<file path="config.mk">
export PLATFORM = sky130hd
export DESIGN_NAME = rtcwec_top
export DESIGN_NICKNAME = d
export VERILOG_FILES = /design/src/hdl/rtcwec_top.v
export VERILOG_INCLUDE_DIRS = /design/src /design/src/hdl
export SDC_FILE = /design/constraint.sdc
export NUM_CORES = 1
export LEC_CHECK = 0
export ABC_AREA = 1
export BUFFER_PORTS_ARGS = -buffer_cell sky130_fd_sc_hd__clkbuf_2
export CORE_UTILIZATION = 55
export DETAILED_ROUTE_END_ITERATION = 8
export PLACE_DENSITY = 0.82
export SLEW_MARGIN = 20
export SYNTH_ARGS = -nofsm -noshare
export SYNTH_HDL_FRONTEND = slang
export SYNTH_SLANG_ARGS = --single-unit
</file>
<file path="constraint.sdc">
create_clock -name aclk -period 2.8 [get_ports aclk]
set_clock_uncertainty 0.1 [all_clocks]
set_input_delay 0.14 -clock aclk [delete_from_list [all_inputs] [get_ports aclk]]
set_output_delay 0.14 -clock aclk [all_outputs]
set_load 0.05 [all_outputs]
</file>
<file path="src/hdl/rtcwec_regs.vh">
/*
 * Register offsets, field positions, reset values and timing constants of the
 * watch error correction block.
 * Assumes inclusion by the block's design file, its checker and its bench.
 */
`ifndef RTCWEC_REGS_VH
`define RTCWEC_REGS_VH

// ==========================================================================
// Register map (byte addresses on the AXI4-Lite bus)
`define RTCWEC_ADDR_CORR        4'h0
`define RTCWEC_ADDR_STATUS      4'h4
`define RTCWEC_ADDR_CTRL        4'h8
`define RTCWEC_ADDR_SUBCNT      4'hc

// ==========================================================================
// Fields of the correction register
`define RTCWEC_CORR_RESET       8'h00
`define RTCWEC_RES_SEL_BIT      7
`define RTCWEC_SIGN_BIT         6
`define RTCWEC_MAG_MSB          5

// ==========================================================================
// Control register: bit 0 enables counting
`define RTCWEC_CTRL_RESET       1'b0

// ==========================================================================
// Timing: the sub-count clock is an enable derived from aclk
`define RTCWEC_ACLK_HZ          250000000
`define RTCWEC_SUB_HZ           32768
`define RTCWEC_SUB_DIV          (`RTCWEC_ACLK_HZ / `RTCWEC_SUB_HZ)
`define RTCWEC_SUB_DIV_LAST     13'd7628
`define RTCWEC_SEC_COUNTS       16'h8000
`define RTCWEC_SECS_PER_MIN     6'h3c
`define RTCWEC_COARSE_STEP_SEC  6'h14
`define RTCWEC_COARSE_PT2       6'h28

// Bus responses
`define RTCWEC_RESP_OKAY        2'b00
`define RTCWEC_RESP_SLVERR      2'b10

`endif

</file>
<file path="src/hdl/rtcwec_top.v">
/*
 * Watch error correction for the real-time counter: an AXI4-Lite register
 * file, a sub-count of nominal 32768 counts per second and the digital
 * correction that lengthens or shortens chosen seconds.
 * Assumes a single 250 MHz aclk with synchronous active-low reset; the
 * 32768 Hz tick is a one-cycle enable from an internal divider.
 * Counting stops while the control enable is clear; the counter then waits at
 * the top of second 00 with that second's corrected length already loaded, so
 * software can read back what a value will do before starting the count.
 */
//
// Contract
// RL1: Rate is corrected by lengthening or shortening the sub-count, never by touching the oscillator.
// RL2: The correction range covers a frequency error from -189 ppm to +189 ppm.
// RL3: One magnitude step is worth 3.05 ppm in coarse mode and 1.02 ppm in fine mode.
// RL4: In coarse mode the total correction per minute is three times the encoded value.
// RL5: In fine mode the total correction per minute equals the encoded value against 32768-count seconds.
// RL6: Sign clear delays the clock by adding (magnitude - 1) * 2 counts.
// RL7: Sign set speeds the clock by removing (~magnitude + 1) * 2 counts.
// RL8: Software picks coarse mode when the needed correction is 63.1 ppm or more in size.
// RL9: Software derives a new value from the last temperature reading and writes it to retune the rate.
// RL10: A zero magnitude field performs no correction whatever the sign.
// RL11: The correction register resets to zero, leaving the counter uncorrected.
// RL12: Coarse correction is applied at seconds 00, 20 and 40.
// RL13: A new value takes effect at the next correction point; a running correction is not altered.
`timescale 1ns/100ps
`include "rtcwec_regs.vh"

module rtcwec_top (
	input  wire        aclk,
	input  wire        aresetn,
	input  wire [3:0]  s_axi_awaddr,
	input  wire [2:0]  s_axi_awprot,
	input  wire        s_axi_awvalid,
	output reg         s_axi_awready,
	input  wire [31:0] s_axi_wdata,
	input  wire [3:0]  s_axi_wstrb,
	input  wire        s_axi_wvalid,
	output reg         s_axi_wready,
	output reg  [1:0]  s_axi_bresp,
	output reg         s_axi_bvalid,
	input  wire        s_axi_bready,
	input  wire [3:0]  s_axi_araddr,
	input  wire [2:0]  s_axi_arprot,
	input  wire        s_axi_arvalid,
	output reg         s_axi_arready,
	output reg  [31:0] s_axi_rdata,
	output reg  [1:0]  s_axi_rresp,
	output reg         s_axi_rvalid,
	input  wire        s_axi_rready,
	output reg         one_hertz_tick,
	output reg         sub_tick
);

	// ======================================================================
	// Register file
	reg  [7:0]  watch_error_correction_q;
	reg         count_en_q;
	reg  [15:0] sub_count_q;
	reg  [5:0]  sec_q;
	reg  [7:0]  applied_q;
	reg  [15:0] sec_len_q;

	// ======================================================================
	// AXI4-Lite write channel: address and data taken in either order
	reg         aw_held_q;
	reg  [3:0]  aw_addr_q;
	reg         w_held_q;
	reg  [31:0] w_data_q;
	reg  [3:0]  w_strb_q;
	wire        wr_fire;

	assign wr_fire = aw_held_q && w_held_q && !s_axi_bvalid;

	always @(posedge aclk) begin
		if (!aresetn) begin
			s_axi_awready <= 1'b0;
			s_axi_wready  <= 1'b0;
			s_axi_bvalid  <= 1'b0;
			s_axi_bresp   <= `RTCWEC_RESP_OKAY;
			aw_held_q     <= 1'b0;
			aw_addr_q     <= 4'h0;
			w_held_q      <= 1'b0;
			w_data_q      <= 32'h0000_0000;
			w_strb_q      <= 4'h0;
		end else begin
			s_axi_awready <= !aw_held_q && !s_axi_awready && s_axi_awvalid;
			s_axi_wready  <= !w_held_q && !s_axi_wready && s_axi_wvalid;
			if (s_axi_awvalid && s_axi_awready) begin
				aw_held_q <= 1'b1;
				aw_addr_q <= s_axi_awaddr;
			end
			if (s_axi_wvalid && s_axi_wready) begin
				w_held_q <= 1'b1;
				w_data_q <= s_axi_wdata;
				w_strb_q <= s_axi_wstrb;
			end
			if (wr_fire) begin
				aw_held_q    <= 1'b0;
				w_held_q     <= 1'b0;
				s_axi_bvalid <= 1'b1;
				s_axi_bresp  <= `RTCWEC_RESP_OKAY;
				case (aw_addr_q)
				`RTCWEC_ADDR_CORR, `RTCWEC_ADDR_CTRL, `RTCWEC_ADDR_STATUS, `RTCWEC_ADDR_SUBCNT: begin
					// All four mapped words answer OKAY; the read-only ones ignore the data
					s_axi_bresp <= `RTCWEC_RESP_OKAY;
				end
				default: begin
					s_axi_bresp <= `RTCWEC_RESP_SLVERR;
				end
				endcase
			end else if (s_axi_bvalid && s_axi_bready) begin
				s_axi_bvalid <= 1'b0;
			end
		end
	end

	// ======================================================================
	// Register updates; only the low byte lane carries writable bits
	wire        corr_wr;
	wire        ctrl_wr;

	assign corr_wr = wr_fire && (aw_addr_q == `RTCWEC_ADDR_CORR) && w_strb_q[0];
	assign ctrl_wr = wr_fire && (aw_addr_q == `RTCWEC_ADDR_CTRL) && w_strb_q[0];

	always @(posedge aclk) begin
		if (!aresetn) begin
			watch_error_correction_q <= `RTCWEC_CORR_RESET; // [RL11]
			count_en_q               <= `RTCWEC_CTRL_RESET;
		end else begin
			if (corr_wr) begin
				// Only stored here; the counter picks it up when a second starts
				watch_error_correction_q <= w_data_q[7:0]; // [RL13]
			end
			if (ctrl_wr) begin
				count_en_q <= w_data_q[0];
			end
		end
	end

	// ======================================================================
	// AXI4-Lite read channel
	reg  [31:0] rd_word;
	reg  [1:0]  rd_resp;

	always @* begin
		rd_word = 32'h0000_0000;
		rd_resp = `RTCWEC_RESP_OKAY;
		case (s_axi_araddr)
		`RTCWEC_ADDR_CORR: begin
			rd_word = {24'h00_0000, watch_error_correction_q};
		end
		`RTCWEC_ADDR_STATUS: begin
			rd_word = {10'h000, sec_len_q, sec_q};
		end
		`RTCWEC_ADDR_CTRL: begin
			rd_word = {31'h0000_0000, count_en_q};
		end
		`RTCWEC_ADDR_SUBCNT: begin
			rd_word = {8'h00, applied_q, sub_count_q};
		end
		default: begin
			rd_resp = `RTCWEC_RESP_SLVERR;
		end
		endcase
	end

	always @(posedge aclk) begin
		if (!aresetn) begin
			s_axi_arready <= 1'b0;
			s_axi_rvalid  <= 1'b0;
			s_axi_rdata   <= 32'h0000_0000;
			s_axi_rresp   <= `RTCWEC_RESP_OKAY;
		end else begin
			s_axi_arready <= !s_axi_arready && !s_axi_rvalid && s_axi_arvalid;
			if (s_axi_arvalid && s_axi_arready) begin
				s_axi_rvalid <= 1'b1;
				s_axi_rresp  <= rd_resp;
				s_axi_rdata  <= rd_word;
			end else if (s_axi_rvalid && s_axi_rready) begin
				s_axi_rvalid <= 1'b0;
			end
		end
	end

	// ======================================================================
	// 32768 Hz enable from aclk; fractional error is irrelevant to the
	// correction logic, which counts ticks only
	localparam [12:0] DIV_LAST = `RTCWEC_SUB_DIV_LAST;
	reg  [12:0] div_q;
	wire        tick;

	assign tick = count_en_q && (div_q == DIV_LAST);

	always @(posedge aclk) begin
		if (!aresetn || !count_en_q)
			div_q <= 13'h0000;
		else if (tick)
			div_q <= 13'h0000;
		else
			div_q <= div_q + 13'h0001;
	end

	// ======================================================================
	// Correction decode from the register value
	wire [5:0]  mag;
	wire        neg;
	wire        fine;
	reg  [6:0]  corr_abs;
	reg  [5:0]  sec_next;
	reg         at_point;
	reg  [15:0] next_len;
	reg  [7:0]  next_applied;

	assign mag  = watch_error_correction_q[`RTCWEC_MAG_MSB:0];
	assign neg  = watch_error_correction_q[`RTCWEC_SIGN_BIT];
	assign fine = watch_error_correction_q[`RTCWEC_RES_SEL_BIT];

	// Up to 124 counts added or 126 removed a point: 3.05 ppm steps coarse, 1.02 ppm fine  [RL2] [RL3]
	always @* begin
		if (neg) begin
			corr_abs = {(~mag) + 6'h01, 1'b0}; // [RL7]
		end else begin
			corr_abs = {mag - 6'h01, 1'b0}; // [RL6]
		end
	end

	// Index of the second about to start; a stopped counter restarts at 00
	always @* begin
		if (!count_en_q) begin
			sec_next = 6'h00;
		end else if (sec_q == `RTCWEC_SECS_PER_MIN - 6'h01) begin
			sec_next = 6'h00;
		end else begin
			sec_next = sec_q + 6'h01;
		end
	end

	// The point is judged on the second that starts, not the one that ends
	always @* begin
		at_point = 1'b0;
		if (fine) begin
			at_point = (sec_next == 6'h00); // [RL5]
		end else begin
			at_point = (sec_next == 6'h00)
				|| (sec_next == `RTCWEC_COARSE_STEP_SEC)
				|| (sec_next == `RTCWEC_COARSE_PT2); // [RL4] [RL12]
		end
	end

	// Zero magnitude leaves a plain 32768-count second whatever the sign
	always @* begin
		next_len     = `RTCWEC_SEC_COUNTS;
		next_applied = 8'h00;
		if (at_point && (mag != 6'h00)) begin // [RL10] [RL11]
			if (neg) begin
				next_len     = `RTCWEC_SEC_COUNTS - {9'h000, corr_abs}; // [RL1] [RL7]
				next_applied = 8'h00 - {1'b0, corr_abs};
			end else begin
				next_len     = `RTCWEC_SEC_COUNTS + {9'h000, corr_abs}; // [RL1] [RL6]
				next_applied = {1'b0, corr_abs};
			end
		end
	end

	// ======================================================================
	// Sub-count and seconds; a second's length is fixed at its start, so
	// a write mid-second cannot disturb it  [RL13]
	always @(posedge aclk) begin
		if (!aresetn) begin
			sub_count_q    <= 16'h0000;
			sec_q          <= 6'h00;
			sec_len_q      <= `RTCWEC_SEC_COUNTS;
			applied_q      <= 8'h00;
			one_hertz_tick <= 1'b0;
			sub_tick       <= 1'b0;
		end else if (!count_en_q) begin
			// Stopped: wait at the top of second 00 with its length preloaded
			sub_count_q    <= 16'h0000;
			sec_q          <= 6'h00;
			sec_len_q      <= next_len;
			applied_q      <= next_applied;
			one_hertz_tick <= 1'b0;
			sub_tick       <= 1'b0;
		end else begin
			one_hertz_tick <= 1'b0;
			sub_tick       <= tick;
			if (tick) begin
				if (sub_count_q == sec_len_q - 16'h0001) begin
					sub_count_q    <= 16'h0000;
					one_hertz_tick <= 1'b1;
					sec_len_q      <= next_len;
					applied_q      <= next_applied;
					sec_q          <= sec_next;
				end else begin
					sub_count_q <= sub_count_q + 16'h0001;
				end
			end
		end
	end

endmodule

</file>
-- Word-level counts from Yosys, hierarchy flattened
Cells that the tools add are included.
- reductions and logical operators: 45
- bitwise operators: 2
- multiplexer cells: 23
- $add $sub $neg: 9
- equality and inequality tests: 13
- operator list (operator ; number):
    $mux W16 ; 6
    $pmux W24 S4 ; 1
    $mux W8 ; 5
    $logic_and A1 B1 Y1 ; 19
    $add A16 B1 Y16 const B ; 1
    $add A16 B7 Y16 const A ; 1
    $eq A16 B16 Y1 ; 1
    $eq A4 B4 Y1 const B ; 4
    $sub A16 B1 Y16 const B ; 1
    $sub A16 B7 Y16 const A ; 1
    $add A13 B1 Y13 const B ; 1
    $eq A13 B13 Y1 const B ; 1
    $add A6 B1 Y6 const B ; 2
    $eq A6 B6 Y1 const B ; 2
    $mux W6 ; 2
    $logic_not A1 Y1 ; 9
    $eq A4 B3 Y1 const B ; 2
    $logic_not A4 Y1 ; 2
    $reduce_or A4 Y1 ; 2
    $sub A1 B7 Y8 const A ; 1
    $mux W7 ; 1
    $eq A6 B5 Y1 const B ; 1
    $logic_not A6 Y1 ; 1
    $mux W1 ; 6
    11 further kinds ; 19
- flip-flop bits (word level): 126
- output and inout port bits: 43
- word-level logic and storage cells: 114
- input bits: 57

-- Longest topological paths before layout
- word-level depth: 12
- depth in mapped cells: 16
- mapped depth without buffers: 16

-- Least setup slack after synthesis
OpenSTA, ideal clock, no wires.
- kind: reg2reg
- from: register watch_error_correction_q[0]
- to: register applied_q[6]
- period minus slack after synthesis: 2260 ps
- slack: 540 ps
- path buffers: 0
- setup time: 112 ps
- stages on the path, launching flop included: 12
- data required time: 2588 ps
- arrival: 2048 ps
- path through: dfxtp_1 > inv_1 > ha_1 > o21ai_1 > xor2_1 > nand2_1 > nor4_1 > ha_1 > nor2_1 > nor3_1 > nor2_2 > nor2_1
- word-level cells in the longest chain between the ends: 9
- elaborated cells on any way between the ends: 12
- classes of those cells: 3 x add/sub; 6 x mux; 1 x bitwise; 2 x reduce/logical
- RTL lines (what ; RTL line ; text):
    start: declaration ; rtcwec_top.v:57 ; reg [7:0] watch_error_correction_q;
    start signal: assignment ; rtcwec_top.v:128 ; watch_error_correction_q <= `RTCWEC_CORR_RESET;
    start signal: assignment ; rtcwec_top.v:133 ; watch_error_correction_q <= w_data_q[7:0];
    $not A6 Y6 ; rtcwec_top.v:222 ; corr_abs = {(~mag) + 6'h01, 1'b0};
    $add A6 B1 Y6 ; rtcwec_top.v:222 ;
    $mux W7 ; rtcwec_top.v:221 ; if (neg) begin
    $sub A1 B7 Y8 ; rtcwec_top.v:258 ; next_applied = 8'h00 - {1'b0, corr_abs};
    $mux W8 ; rtcwec_top.v:256 ; if (neg) begin
    $mux W8 (*) ; rtcwec_top.v:255 ; if (at_point && (mag != 6'h00)) begin
    $mux W8 ; rtcwec_top.v:289 ; if (sub_count_q == sec_len_q - 16'h0001) begin
    $mux W8 ; rtcwec_top.v:288 ; if (tick) begin
    $mux W8 (*) ; rtcwec_top.v:277 ; end else if (!count_en_q) begin
    end signal: assignment ; rtcwec_top.v:282 ; applied_q <= next_applied;
    end signal: assignment ; rtcwec_top.v:293 ; applied_q <= next_applied;
    end: declaration ; rtcwec_top.v:61 ; reg [7:0] applied_q;
Every way passes the cells marked *; elsewhere a longest branch is shown, timed or not. The select of a mux whose other input is x is not followed.
A chain may end at the register's enable or synchronous reset.

-- Worst setup path after layout
Same ends and word-level chain as after synthesis.

==> results.json <==
{
  "layout_commonest_cell": "nand2_1",
  "cts_root_buf": "clkbuf_8",
  "instances_no_fill": 1081,
  "core_area_um2": 10300,
  "grt_use_total_pct": 27.5,
  "wl_per_cell_um": 13.6,
  "ios": 100,
  "yosysSeqAreaShare_pct": 36.0,
  "synth_compound_area_share_pct": 11.3,
  "synth_top_family_by_area": "simple AND/OR/NAND/NOR gates",
  "die-width_um": 105,
  "synth_area_um2": 5790,
  "dp.final_hpwl_um": 10700,
  "irDropWorstVdd_v": 0.000276,
  "drv_cap": 0,
  "synth_xor_area_share_pct": 3.03,
  "ant_nets": 0,
  "leakage_nw": 2.73,
  "cts_buffer_depth": 2,
  "ys_top_cells_by_area": "dfxtp_1 (36%), nand2_1 (14%), inv_1 (6.9%)",
  "hold_ws_ps": 20.5,
  "grt_pass1_vias": 5201,
  "tightest_slew_ps": 708,
  "timing.final.crit_share_pct": 86.8,
  "avgSynthCellArea_um2": 6.64,
  "yosys.area.top_type_share_pct": 36.0,
  "ys.warnings.count": 0,
  "power.density_nw_per_um2": 402,
  "floorplan.initialDensity_pct": 56.3,
  "grt_pass1_wl_um": 24300,
  "start_kind": "flip-flop",
  "drc": 0,
  "grt-ovfl-total": 0,
  "final_cell_mix": "nand2_1 (217), inv_1 (107), dfxtp_1 (104), nor2_1 (101), nand3_1 (69)",
  "finalSetupViolations": 0,
  "cp.arrival_ps": 2630,
  "htree_num_levels": 3,
  "cp_data_required_time_ps": 3000,
  "diodes": 0,
  "clk_pin_slew_ps": 110,
  "tritoncts": "done",
  "antenna_found_initial": 0,
  "worstSetupEndpointType": "flip-flop",
  "port-buffer-count": 56,
  "row_count": 37,
  "status": "finished clean",
  "fin_ws_ps": 370,
  "place_inst": 1047,
  "slew_headroom_pct": 52.8,
  "worstPathMaxFanout": 6,
  "fmax_mhz": 412,
  "cts.sinks": 104,
  "hold_class": "input pin to flip-flop",
  "rsz0062_at_grt": "false",
  "nets": 1006,
  "drt_wl_total_um": 14700,
  "die-area_um2": 10900,
  "die_h_um": 105,
  "synth_cells": 872,
  "grt_max_degree": 31,
  "finalCriticalPeriod_ps": 2430,
  "area.growth.synth_to_final_pct": 12.5,
  "reg2regPathDepth": 11,
  "vias_per_cell": 5.32,
  "dr_total_vias": 5754,
  "dp_slack_ps": 399,
  "slew_violations": 0,
  "drt_iter0_drc": 338,
  "ys_ff_latch": 104,
  "cts_buffers": 9,
  "synth.area.mux_share_pct": 0,
  "hold_viol": 0,
  "drt_pass1_iterations": 5,
  "holdPathStages": 4,
  "worstSetupPathType": "flip-flop to flip-flop",
  "yosys.area_share.simple_pct": 37.6,
  "place.gp.congestion": 0.920,
  "post_cts_buffers": 0,
  "insertion_delay_ps": 390,
  "synth.distinct_cells": 42,
  "drive_above_1_share_pct": 12.3,
  "setup_tns_ps": 0,
  "synth.largest_area_cell": "dfxtp_1",
  "synthAdderAreaFrac_pct": 1.94
}
-- Yosys cell counts --
library cell  count
nand2_1         217
inv_1           107
dfxtp_1         104
nor2_1          101
nand3_1          69
a21oi_1          49
o21ai_0          40
nor3_1           22
o22ai_1          17
nor2_2           15
nand4_1          14
xor2_1           14
buf_4            13
clkbuf_1         11
ha_1              9
nand2_2           7
xnor2_1           6
buf_1             5
nor3b_1           5
nor4_1            5
nand3b_1          4
nor2_4            4
o21ai_1           4
o221ai_1          4
buf_2             3
nor3_2            3
and3_1            2
clkinv_1          2
nand2_8           2
nand3_2           2
a21o_1            1
a31oi_1           1
conb_1            1
inv_2             1
nand2_4           1
nand3_4           1
nand4_2           1
nor3_4            1
o21ai_2           1
o21bai_1          1
o31ai_1           1
o32ai_1           1
-- per-layer routing --
metal	vias up	part of all wire, %	wire length [um]	GRT usage, %
li1	2933	-	-	-
met1	2588	43	6270	32.9
met2	192	49	7180	47.6
met3	41	5.7	834	4.87
met4	0	3.1	458	13.3
met5	-	0	0	0
-- metrics by stage --
step           power, mW  cell area, um2  util [%]
6_report            2.62            6510      63.4
5_1_grt             2.71            6510      63.4
4_1_cts             2.62            6510      63.4
3_5_place_dp        1.70            6150      59.8
3_3_place_gp        1.70            6150      59.8
2_1_floorplan       1.67            5820         -
-- area by class of cell --
class | count | area (um2)
fill | 957 | 3760
multi-input combinational | 635 | 3160
clock buffer | 10 | 128
timing repair buffer | 80 | 505
tap | 136 | 170
clock inverter | 6 | 57.6
sequential | 104 | 2080
inverter | 110 | 413
-- cells by family (layout without fill, tap and decap cells) --
kind of cell             after synthesis  after routing
XOR/XNOR                              20             20
buffers and inverters                142            206
flip-flops                           104            104
adder cells (fa/ha/maj)                9              9
AND/OR/NAND/NOR                      476            476
AO/OA/AOI/OAI                        120            120
other                                  1             10
-- critical path, stage by stage (launching register included) --
cell	delay, ps
dfxtp_1	400
inv_1	140
ha_1	260
o21ai_1	160
xor2_1	200
nand2_1	140
nor4_1	340
ha_1	290
nor2_1	100
nor3_1	70
nor2_2	110
nor2_1	50
-- repair_timing --
action,CTS,global route
gates resized for setup,0,0
hold buffers,18,0
endpoints found under the hold margin,18,0
-- worst paths after layout --
path	slack [ps]	startpoint	end
setup / recovery	370	watch_error_correction_q[0]$_SDFFE_PN0P_	applied_q[6]$_SDFFE_PN0P_
hold / removal	20	s_axi_araddr[3]	s_axi_rdata[16]$_SDFFE_PN0P_
setup reg to reg	370	watch_error_correction_q[0]$_SDFFE_PN0P_	applied_q[6]$_SDFFE_PN0P_
hold reg to reg	340	aw_held_q$_SDFFE_PP0P_	s_axi_awready$_SDFF_PN0_
-- flip-flops by register name, summed over array words and instances (netlist names), 4 cells and up --
register and flops:
sec_len_q 6, w_data_q 8, applied_q 6, sec_q 6, sub_count_q 16, s_axi_rdata 24, div_q 13, aw_addr_q 4
watch_error_correction_q 8
-- where the power goes --
part	internal, mW	switching [mW]
Combinational	0.0547	0.130
Sequential	1.50	0.00998
Clock	0.348	0.581
Total	1.90	0.720
Power figures use the tool's default switching activity.
